==> src/verilog/sdc_cfg.svh <==
`ifndef SDC_CFG_SVH
`define SDC_CFG_SVH

// ----------------------------------------
// widths and defaults
// ----------------------------------------
`define SDC_NUM_BANKS      2
`define SDC_COL_W          8
`define SDC_BURST_LEN      4
`define SDC_CAS_LAT        2
`define SDC_WRITE_RECOV    2
`define SDC_PRECH_CYC      3
`define SDC_CNT_W          4

`endif

==> src/verilog/sdc_pkg.sv <==
`include "sdc_cfg.svh"

package sdc_pkg;

  // ----------------------------------------
  // decoded commands
  // ----------------------------------------
  typedef enum logic [3:0] {
    SDC_CMD_NONE   = 4'h0,
    SDC_CMD_HALT   = 4'h1,
    SDC_CMD_READ   = 4'h2,
    SDC_CMD_STORE  = 4'h3,
    SDC_CMD_OPEN   = 4'h4,
    SDC_CMD_CLOSE  = 4'h5,
    SDC_CMD_REFR   = 4'h6,
    SDC_CMD_CONFIG = 4'h7
  } sdc_cmd_t;

  // ----------------------------------------
  // per-bank state, one-hot
  // ----------------------------------------
  typedef enum logic [5:0] {
    SDC_ST_IDLE   = 6'h01,
    SDC_ST_ACTIVE = 6'h02,
    SDC_ST_READ   = 6'h04,
    SDC_ST_WRITE  = 6'h08,
    SDC_ST_RECOV  = 6'h10,
    SDC_ST_PRECH  = 6'h20
  } sdc_bank_state_t;

  typedef enum logic [1:0] {
    SDC_EVT_READ  = 2'h0,
    SDC_EVT_WRITE = 2'h1,
    SDC_EVT_CLOSE = 2'h2
  } sdc_evt_kind_t;

  // command pins as sampled
  typedef struct packed {
    logic                   chip_unselected;
    logic                   ras_n;
    logic                   cas_n;
    logic                   we_n;
    logic                   cke;
    logic                   bank;
    logic                   a10;
    logic [`SDC_COL_W-1:0]  col;
  } sdc_pins_t;

  // event handed to the data path
  typedef struct packed {
    sdc_evt_kind_t          kind;
    logic                   bank;
    logic                   close_after;
    logic [`SDC_COL_W-1:0]  col;
  } sdc_evt_t;

endpackage

==> src/verilog/sdc_bank_fsm.sv <==
`timescale 1ns/1ps
`default_nettype none

`include "sdc_cfg.svh"

// How it works
// - idle with unselect, nop or halt keeps bank; cke dropping means power-down
// - read with unselect or nop runs burst out, then row stays active, or starts row close if the read had a10 set
// - halt during read ends burst early, bank goes row active, or starts row close if the read had a10 set
// - new read during read aborts burst, fresh burst at new column
// - write during read ends the read and starts a write burst
// - close of this bank or all banks during read starts row close
// - write burst finishes, then write recovery before next command
// - after halt, read data drive stops only after the read latency
// - power-down while cke low, other pins ignored, ends on cke high
module sdc_bank_fsm #(
  parameter int NB      = `SDC_NUM_BANKS,
  parameter int BL      = `SDC_BURST_LEN,
  parameter int CL      = `SDC_CAS_LAT,
  parameter int TWR_CYC = `SDC_WRITE_RECOV,
  parameter int TRP_CYC = `SDC_PRECH_CYC
) (
  // clock and reset
  input  wire logic                   ref_clk,
  input  wire logic                   rstn,
  // command pins
  input  wire logic                   chip_unselected,
  input  wire logic                   ras_n,
  input  wire logic                   cas_n,
  input  wire logic                   we_n,
  input  wire logic                   cke,
  input  wire logic                   bank_sel,
  input  wire logic                   a10,
  input  wire logic [`SDC_COL_W-1:0]  col,
  // bank status
  output var sdc_pkg::sdc_bank_state_t bank_state [NB],
  output logic                        power_down,
  output logic                        illegal,
  output logic                        dq_drive,
  // event stream
  output logic                        evt_room,
  output logic                        evt_valid,
  input  wire logic                   evt_ready,
  output sdc_pkg::sdc_evt_t           evt_data
);

  localparam int CW = `SDC_CNT_W;
  localparam logic [CW-1:0] BL_LAST  = CW'(BL - 1);
  localparam logic [CW-1:0] WR_LAST  = CW'(TWR_CYC - 1);
  localparam logic [CW-1:0] RP_LAST  = CW'(TRP_CYC - 1);

  sdc_pkg::sdc_pins_t pin_meta;
  sdc_pkg::sdc_pins_t pin_s;
  sdc_pkg::sdc_cmd_t  cmd;
  logic               cmd_live;
  logic [NB-1:0]      bank_illegal;
  logic [NB-1:0]      bank_reading;
  logic [CL-1:0]      beat_pipe;
  logic               evt_push;
  sdc_pkg::sdc_evt_t  next_evt;

  // ----------------------------------------
  // pin synchroniser
  // ----------------------------------------

  // two flops; only the second is decoded
  always_ff @(posedge ref_clk or negedge rstn) begin
    if (!rstn) begin
      pin_meta <= '{chip_unselected: 1'b1, ras_n: 1'b1, cas_n: 1'b1, we_n: 1'b1, default: '0};
      pin_s    <= '{chip_unselected: 1'b1, ras_n: 1'b1, cas_n: 1'b1, we_n: 1'b1, default: '0};
    end else begin
      pin_meta <= '{chip_unselected, ras_n, cas_n, we_n, cke, bank_sel, a10, col};
      pin_s    <= pin_meta;
    end
  end

  // ----------------------------------------
  // power-down and command decode
  // ----------------------------------------

  // low cke freezes the bank machines and read pipe, state kept as in clock suspend; the event buffer still drains
  always_ff @(posedge ref_clk or negedge rstn) begin
    if (!rstn) begin
      power_down <= 1'b0;
    end else begin
      power_down <= !pin_s.cke;
    end
  end

  // a command only counts with cke high now and on the previous cycle
  assign cmd_live = pin_s.cke && !power_down;

  always_comb begin
    cmd = sdc_pkg::SDC_CMD_NONE;
    if (!pin_s.chip_unselected) begin
      unique case ({pin_s.ras_n, pin_s.cas_n, pin_s.we_n})
        3'b110: cmd = sdc_pkg::SDC_CMD_HALT;
        3'b101: cmd = sdc_pkg::SDC_CMD_READ;
        3'b100: cmd = sdc_pkg::SDC_CMD_STORE;
        3'b011: cmd = sdc_pkg::SDC_CMD_OPEN;
        3'b010: cmd = sdc_pkg::SDC_CMD_CLOSE;
        3'b001: cmd = sdc_pkg::SDC_CMD_REFR;
        3'b000: cmd = sdc_pkg::SDC_CMD_CONFIG;
        default: cmd = sdc_pkg::SDC_CMD_NONE;
      endcase
    end
  end

  // ----------------------------------------
  // per-bank state machines
  // ----------------------------------------
  for (genvar b = 0; b < NB; b++) begin : g_bank
    logic [CW-1:0] cnt;
    logic          close_after;
    logic          mine;
    logic          closes_me;
    logic          other_rw;

    assign mine      = (pin_s.bank == 1'(b));
    assign closes_me = (cmd == sdc_pkg::SDC_CMD_CLOSE) && (pin_s.a10 || mine);
    assign other_rw  = !mine && (cmd == sdc_pkg::SDC_CMD_READ || cmd == sdc_pkg::SDC_CMD_STORE);
    assign bank_reading[b] = (bank_state[b] == sdc_pkg::SDC_ST_READ);

    // state, burst count and auto-close flag
    always_ff @(posedge ref_clk or negedge rstn) begin
      if (!rstn) begin
        bank_state[b]   <= sdc_pkg::SDC_ST_IDLE;
        cnt             <= '0;
        close_after     <= 1'b0;
        bank_illegal[b] <= 1'b0;
      end else if (!cmd_live) begin
        bank_illegal[b] <= 1'b0; // frozen cycles refuse nothing, so no held flag
      end else begin
        bank_illegal[b] <= 1'b0;
        unique case (bank_state[b])
          sdc_pkg::SDC_ST_IDLE: begin
            // unselect, nop, halt and close leave an idle bank as it is
            if (mine && cmd == sdc_pkg::SDC_CMD_OPEN) begin
              bank_state[b] <= sdc_pkg::SDC_ST_ACTIVE;
            end else if (mine && (cmd == sdc_pkg::SDC_CMD_READ || cmd == sdc_pkg::SDC_CMD_STORE)) begin
              bank_illegal[b] <= 1'b1;
            end
          end
          sdc_pkg::SDC_ST_ACTIVE: begin
            close_after <= pin_s.a10;
            cnt         <= BL_LAST;
            if (closes_me) begin
              bank_state[b] <= sdc_pkg::SDC_ST_PRECH;
              cnt           <= RP_LAST;
            end else if (mine && cmd == sdc_pkg::SDC_CMD_READ) begin
              bank_state[b] <= sdc_pkg::SDC_ST_READ;
            end else if (mine && cmd == sdc_pkg::SDC_CMD_STORE) begin
              bank_state[b] <= sdc_pkg::SDC_ST_WRITE;
            end else if ((mine && cmd == sdc_pkg::SDC_CMD_OPEN) || cmd == sdc_pkg::SDC_CMD_REFR
                         || cmd == sdc_pkg::SDC_CMD_CONFIG) begin
              bank_illegal[b] <= 1'b1;
            end
          end
          sdc_pkg::SDC_ST_READ: begin
            bank_illegal[b] <= (mine && cmd == sdc_pkg::SDC_CMD_OPEN) || cmd == sdc_pkg::SDC_CMD_REFR
                               || cmd == sdc_pkg::SDC_CMD_CONFIG; // refused, burst keeps counting
            if (closes_me) begin
              bank_state[b] <= sdc_pkg::SDC_ST_PRECH;
              cnt           <= RP_LAST;
            end else if (mine && cmd == sdc_pkg::SDC_CMD_READ) begin
              cnt         <= BL_LAST;
              close_after <= pin_s.a10;
            end else if (mine && cmd == sdc_pkg::SDC_CMD_STORE) begin
              bank_state[b] <= sdc_pkg::SDC_ST_WRITE;
              cnt           <= BL_LAST;
              close_after   <= pin_s.a10;
            end else if (cmd == sdc_pkg::SDC_CMD_HALT || other_rw) begin
              // halt stops the beats now; the drive lags by the latency
              bank_state[b] <= close_after ? sdc_pkg::SDC_ST_PRECH : sdc_pkg::SDC_ST_ACTIVE;
              cnt           <= RP_LAST;
            end else if (cnt == '0) begin
              bank_state[b] <= close_after ? sdc_pkg::SDC_ST_PRECH : sdc_pkg::SDC_ST_ACTIVE;
              cnt           <= RP_LAST;
            end else begin
              cnt <= cnt - 1'b1;
            end
          end
          sdc_pkg::SDC_ST_WRITE: begin
            if (closes_me) begin
              bank_state[b] <= sdc_pkg::SDC_ST_PRECH;
              cnt           <= RP_LAST;
            end else if (mine && cmd == sdc_pkg::SDC_CMD_STORE) begin
              cnt         <= BL_LAST;
              close_after <= pin_s.a10;
            end else if (mine && cmd == sdc_pkg::SDC_CMD_READ) begin
              bank_state[b] <= sdc_pkg::SDC_ST_READ;
              cnt           <= BL_LAST;
              close_after   <= pin_s.a10;
            end else if (cnt == '0 || other_rw || cmd == sdc_pkg::SDC_CMD_HALT) begin
              bank_state[b] <= sdc_pkg::SDC_ST_RECOV;
              cnt           <= WR_LAST;
            end else begin
              cnt <= cnt - 1'b1;
            end
          end
          sdc_pkg::SDC_ST_RECOV: begin
            // commands other than halt to this bank are refused until recovery is over
            if (mine && cmd != sdc_pkg::SDC_CMD_NONE && cmd != sdc_pkg::SDC_CMD_HALT) begin
              bank_illegal[b] <= 1'b1;
            end
            if (cnt == '0) begin
              bank_state[b] <= close_after ? sdc_pkg::SDC_ST_PRECH : sdc_pkg::SDC_ST_ACTIVE;
              cnt           <= RP_LAST;
            end else begin
              cnt <= cnt - 1'b1;
            end
          end
          sdc_pkg::SDC_ST_PRECH: begin
            if (mine && (cmd == sdc_pkg::SDC_CMD_READ || cmd == sdc_pkg::SDC_CMD_STORE
                         || cmd == sdc_pkg::SDC_CMD_OPEN)) begin
              bank_illegal[b] <= 1'b1;
            end
            if (cnt == '0) begin
              bank_state[b] <= sdc_pkg::SDC_ST_IDLE;
            end else begin
              cnt <= cnt - 1'b1;
            end
          end
        endcase
      end
    end
  end

  // ----------------------------------------
  // read data drive and illegal flag
  // ----------------------------------------

  // beats appear on the pins a full read latency after they occur
  always_ff @(posedge ref_clk or negedge rstn) begin
    if (!rstn) begin
      beat_pipe <= '0;
    end else if (cmd_live) begin
      beat_pipe <= {beat_pipe[CL-2:0], |bank_reading};
    end
  end

  always_ff @(posedge ref_clk or negedge rstn) begin
    if (!rstn) begin
      dq_drive <= 1'b0;
    end else begin
      dq_drive <= beat_pipe[CL-2] && cmd_live;
    end
  end

  always_ff @(posedge ref_clk or negedge rstn) begin
    if (!rstn) begin
      illegal <= 1'b0;
    end else begin
      illegal <= |bank_illegal;
    end
  end

  // ----------------------------------------
  // event stream into the buffer
  // ----------------------------------------

  // one event per decoded read, write or close, refused ones included; a full buffer drops it,
  // which evt_room shows in the same cycle
  always_comb begin
    next_evt             = '0;
    next_evt.bank        = pin_s.bank;
    next_evt.close_after = pin_s.a10;
    next_evt.col         = pin_s.col;
    evt_push             = 1'b0;
    if (cmd_live) begin
      if (cmd == sdc_pkg::SDC_CMD_READ) begin
        next_evt.kind = sdc_pkg::SDC_EVT_READ;
        evt_push      = 1'b1;
      end else if (cmd == sdc_pkg::SDC_CMD_STORE) begin
        next_evt.kind = sdc_pkg::SDC_EVT_WRITE;
        evt_push      = 1'b1;
      end else if (cmd == sdc_pkg::SDC_CMD_CLOSE) begin
        next_evt.kind = sdc_pkg::SDC_EVT_CLOSE;
        evt_push      = 1'b1;
      end
    end
  end

  sdc_buf2 #(
    .W ($bits(sdc_pkg::sdc_evt_t))
  ) u_buf (
    .ref_clk   (ref_clk),
    .rstn      (rstn),
    .in_valid  (evt_push),
    .in_ready  (evt_room),
    .in_data   (next_evt),
    .out_valid (evt_valid),
    .out_ready (evt_ready),
    .out_data  (evt_data)
  );

endmodule

`default_nettype wire

==> src/verilog/sdc_buf2.sv <==
`timescale 1ns/1ps
`default_nettype none

// two-entry buffer; full and empty are exact
module sdc_buf2 #(
  parameter int W = 8
) (
  // clock and reset
  input  wire logic         ref_clk,
  input  wire logic         rstn,
  // fill side
  input  wire logic         in_valid,
  output logic              in_ready,
  input  wire logic [W-1:0] in_data,
  // drain side
  output logic              out_valid,
  input  wire logic         out_ready,
  output logic [W-1:0]      out_data
);

  logic [W-1:0] spare;
  logic [1:0]   fill;
  logic [1:0]   next_fill;
  logic         push;
  logic         pop;

  // ----------------------------------------
  // handshake terms
  // ----------------------------------------
  assign push      = in_valid && in_ready;
  assign pop       = out_valid && out_ready;

  // next occupancy
  always_comb begin
    next_fill = fill;
    if (push && !pop) begin
      next_fill = fill + 2'h1;
    end else if (pop && !push) begin
      next_fill = fill - 2'h1;
    end
  end

  // occupancy and its flags; flags kept in flops so they leave the top clean
  always_ff @(posedge ref_clk or negedge rstn) begin
    if (!rstn) begin
      fill      <= 2'h0;
      in_ready  <= 1'b1;
      out_valid <= 1'b0;
    end else begin
      fill      <= next_fill;
      in_ready  <= (next_fill != 2'h2);
      out_valid <= (next_fill != 2'h0);
    end
  end

  // head word and spare; head always leaves from a flop
  always_ff @(posedge ref_clk or negedge rstn) begin
    if (!rstn) begin
      out_data <= '0;
      spare    <= '0;
    end else begin
      if (pop) begin
        out_data <= (fill == 2'h2) ? spare : in_data;
      end else if (push && fill == 2'h0) begin
        out_data <= in_data;
      end
      if (push && ((fill == 2'h1 && !pop) || (fill == 2'h2 && pop))) begin
        spare <= in_data;
      end
    end
  end

endmodule

`default_nettype wire

==> config.mk <==
export PLATFORM = sky130hd
export DESIGN_NAME = sdc_bank_fsm
export DESIGN_NICKNAME = d
export VERILOG_FILES = /design/src/verilog/sdc_pkg.sv /design/src/verilog/sdc_bank_fsm.sv /design/src/verilog/sdc_buf2.sv
export VERILOG_INCLUDE_DIRS = /design/src /design/src/verilog
export SDC_FILE = /design/constraint.sdc
export NUM_CORES = 1
export LEC_CHECK = 0
export ABC_AREA = 1
export CORE_UTILIZATION = 35
export CTS_CLUSTER_SIZE = 8
export DETAILED_ROUTE_END_ITERATION = 7
export DONT_BUFFER_PORTS = 1
export GPL_TIMING_DRIVEN = 0
export PLACE_DENSITY = 0.54
export SETUP_SLACK_MARGIN = 0.5
export SYNTH_ARGS = -nofsm -noshare
export SYNTH_HDL_FRONTEND = slang
export SYNTH_SLANG_ARGS = --single-unit
==> constraint.sdc <==
create_clock -name ref_clk -period 3.7 [get_ports ref_clk]
set_clock_uncertainty 0.2 [all_clocks]
set_input_delay 0.925 -clock ref_clk [delete_from_list [all_inputs] [get_ports ref_clk]]
set_output_delay 0.925 -clock ref_clk [all_outputs]
set_load 0.03 [all_outputs]
==> results.md <==
- Top post-synthesis cells by area: dfrtp_1 40%, nand2_1 12%, dfstp_2 6.1%
- Worst Max-Slew Pin Slew: 0.448 ns
- Post-CTS repair timing setup buffer count: 0
- DRT iter0 DRCs: 221
- Gr usage total: 16.7%
- RR Endpoint: bank_state[1]
- Post-synth cell types: 44
- Post-synthesis compound-gate area fraction: 10.8%
- Die Y-Extent: 118 microns
- Mapped Area: 0.00473 sq mm
- Area grow syn2layout: 10.6%
- Crit Path Class: flip-flop to flip-flop
- Hold bufs inserted after CTS: 0
- FF-to-FF path depth: 9
- Pleak: 2.58 nW
- Crit. End Element: flip-flop
- Area leader, netlist: dfrtp_1
- Area share of the largest cell type after synthesis: 39.7%
- Syn Area/Cell: 8.30 sq um
- I/O pin cnt: 47
- Worst path arrival time: 2.27 ns
- Cells after Synth: 570
- CTS root buf: clkbuf_16
- Sequential fraction of the synthesis area: 45.8%
- P_sw: 0.00162 W
- Final Cycle Share: 59.2%
- Ys Warns: 0
- Largest family of logic cells by synthesized area: simple AND/OR/NAND/NOR gates
- Maxcap violations: 0
- Synth Area in XOR/XNOR: 1.08%
- Int Pwr: 0.00209 W
- Routed wire length: 10700 microns
- Commonest cells post-synth: 147 x nand2_1, 75 x dfrtp_1, 64 x inv_1
- First-pass GRT wire length: 18200 microns
- Number of global-route vias before repair: 3572
- DRT Pass-1 Iters: 5
- H-tree depth: 3
- Status: complete, no violations
- Main synth FF type: dfrtp_1
- PnR worst setup slack: 1.51 ns
- #FFs+latches synth: 86
- Worst Hold Class: input pin to asynchronous set/reset pin
- Worst setup path end: bank_state[1]
- Routability cong.: 0.885
- WP data required: 3.78 ns
- Syn Nets: 595
- Minimum clock period: 2.19 ns
- DRC errors left: 0
- Grt ovf: 0
- Placed Instances: 746
- Worst-path clk slew: 0.07 ns
- Combinational Power Share: 33.2%
- Setup TNS: 0 ns
- CTS Buf Count: 9
- Final nets: 606
- Simple-gate share of the synthesized area: 31.7%
- Initial core utilization: 35.8%
- Final setup fails: 0
- Vias per cell: 4.80
- Worst-skew pair later-pin latency: 0.35 ns
- Cell with the most instances after synthesis: nand2_1
- Via count: 3658
- RSZ-0062 raised after global routing: false
- Die X: 118 microns
- Non-Filler Instances: 762
- DP HPWL: 8010 microns
- VDD IR-drop max: 0.331 mV
- Async SR Flop Fraction: 100%
- Diode count: 0
- Headroom to the max-slew limit: 70.1%
- Clock group share of total power: 23.4%
- Synth Area in Adders: 1.85%
- Die area: 0.0140 sq mm
- DRT antenna net count: 0
- IO Port Bufs: 0
- WL/cell: 14.1 microns
- Crit path max fanout: 8
- Final hold violations: 0
- Fmax achieved: 457 MHz
- Post-layout util: 39.7%
- Reg-to-reg startpoint: bank_state[5]
- Flop2flop setup slack: 1.51 ns
- Clock Sinks: 86
- Core area: 0.0132 sq mm
- Crit path from: bank_state[5]
- Critical path startpoint category: flip-flop
- Post-CTS Resized: 0
- Multiplexer share of the synthesized area: 0%
- Largest net degree at the start of global routing: 87
- Dpl ws: 1.27 ns
- Clock Path Buffers: 2
- CTS tree: yes
- Layout cells sized above 1: 21.3%
- Power density over cell area: 709 mW/mm^2
- Post-synth EDFFs: 0
- Net Sw Frac: 43.6%
- Initial antenna violation count: 0
- # rows: 42
- Final max-slew violation count: 0
- Flop pwr share: 43.4%
## flip-flops by register name, summed over array words and instances, names as in the netlist
register	count
u_buf.spare	12
bank_illegal	2
bank_state	12
u_buf.out_valid	1
illegal	1
g_bank.cnt	8
dq_drive	1
next_evt	9
g_bank.mine	1
power_down	1
u_buf.fill	2
g_bank.close_after	2
pin_meta	15
pin_s	5
beat_pipe	1
u_buf.in_ready	1
u_buf.out_data	12
## cell families (layout without fill, tap and decap cells)
logic type,Yosys count,after routing
buf+inv,91,107
compound gates,67,67
xor+xnor,5,5
fa+ha+maj,7,7
simple gates,314,314
flops,86,86
## final cells by class
| type | count | area, sq um |
|---|---|---|
| clock inverters | 7 | 56.3 |
| plain buffers | 11 | 110 |
| well taps | 176 | 220 |
| clock buffers | 9 | 225 |
| fillers | 1339 | 7960 |
| flip-flops and latches | 86 | 2170 |
| multi-input cells | 393 | 2150 |
| inverters | 80 | 305 |
## how the worst min path moves through the flow
stage	cells after the start	endpoint	slack (ns)	startpoint
after global placement	0	next_evt[4]	0.13	pin_meta[4]
after CTS	0	bank_state[8]	0.05	rstn
after global routing	0	u_buf.fill[1]	0.04	rstn
after floorplan	0	g_bank[1].mine	0.13	pin_meta[9]
after detailed placement	0	next_evt[3]	0.13	pin_meta[3]
final	0	g_bank[1].close_after	0.07	rstn
## per-stage QoR
| stage | hold WS (ns) | instance area, sq um | power [W] |
|---|---|---|---|
| final | 0.0714 | 5230 | 0.00371 |
| after global placement | 0.135 | 4950 | 0.00284 |
| after global routing | 0.0435 | 5230 | 0.00399 |
| after floorplan | 0.131 | 4730 | 0.00257 |
| after CTS | 0.0490 | 5230 | 0.00375 |
| after detailed placement | 0.135 | 4950 | 0.00286 |
## power by group through the flow
| stage | registers, W | clock network [W] | logic [W] |
|---|---|---|---|
| floorplan | 0.00156 | 0 | 0.00101 |
| global placement | 0.00163 | 0 | 0.00122 |
| detailed placement | 0.00163 | 0 | 0.00123 |
| CTS | 0.00161 | 0.000903 | 0.00123 |
| global route | 0.00164 | 0.000945 | 0.00140 |
| finish | 0.00161 | 0.000869 | 0.00123 |
## routing by layer
metal	wire, microns	part of all wire, %	track usage, %	vias up
li1	-	-	-	1846
met1	5450	51	24.5	1698
met2	4490	42	23.4	103
met3	649	6.0	5.21	11
met4	143	1.3	4.81	0
met5	0	0	0	-
## cells in the final DEF, fill, tap and decap left out, types with 2 or more instances in the layout
master / instances
a21oi_1: 4
a31oi_1: 5
a31oi_2: 8
buf_6: 5
clkbuf_1: 3
clkbuf_16: 9
clkinv_1: 2
clkinv_4: 2
clkinvlp_4: 2
dfrtp_1: 75
dfstp_2: 11
ha_1: 7
inv_1: 64
inv_2: 14
inv_6: 2
nand2_1: 147
nand2_2: 18
nand2_4: 2
nand3_1: 47
nand3_2: 5
nand3b_1: 3
nand4_1: 12
nor2_1: 50
nor2_2: 18
nor2_4: 6
o211ai_1: 2
o21a_1: 2
o21ai_0: 18
o21ai_1: 3
o21ai_2: 10
o21bai_1: 4
o22ai_1: 7
or2_2: 2
xor2_1: 3
## worst max-delay path, stage by stage, from the launching register on
cell and delay, ns:
dfrtp_1 0.53, nor2_2 0.25, nand3_1 0.23, inv_1 0.28, nand3_1 0.14, nand2_1 0.09
a21oi_1 0.04, nand2_1 0.22, nand2_1 0.08, nand2_1 0.08
Note: power is estimated with default switching activity, not from simulation.
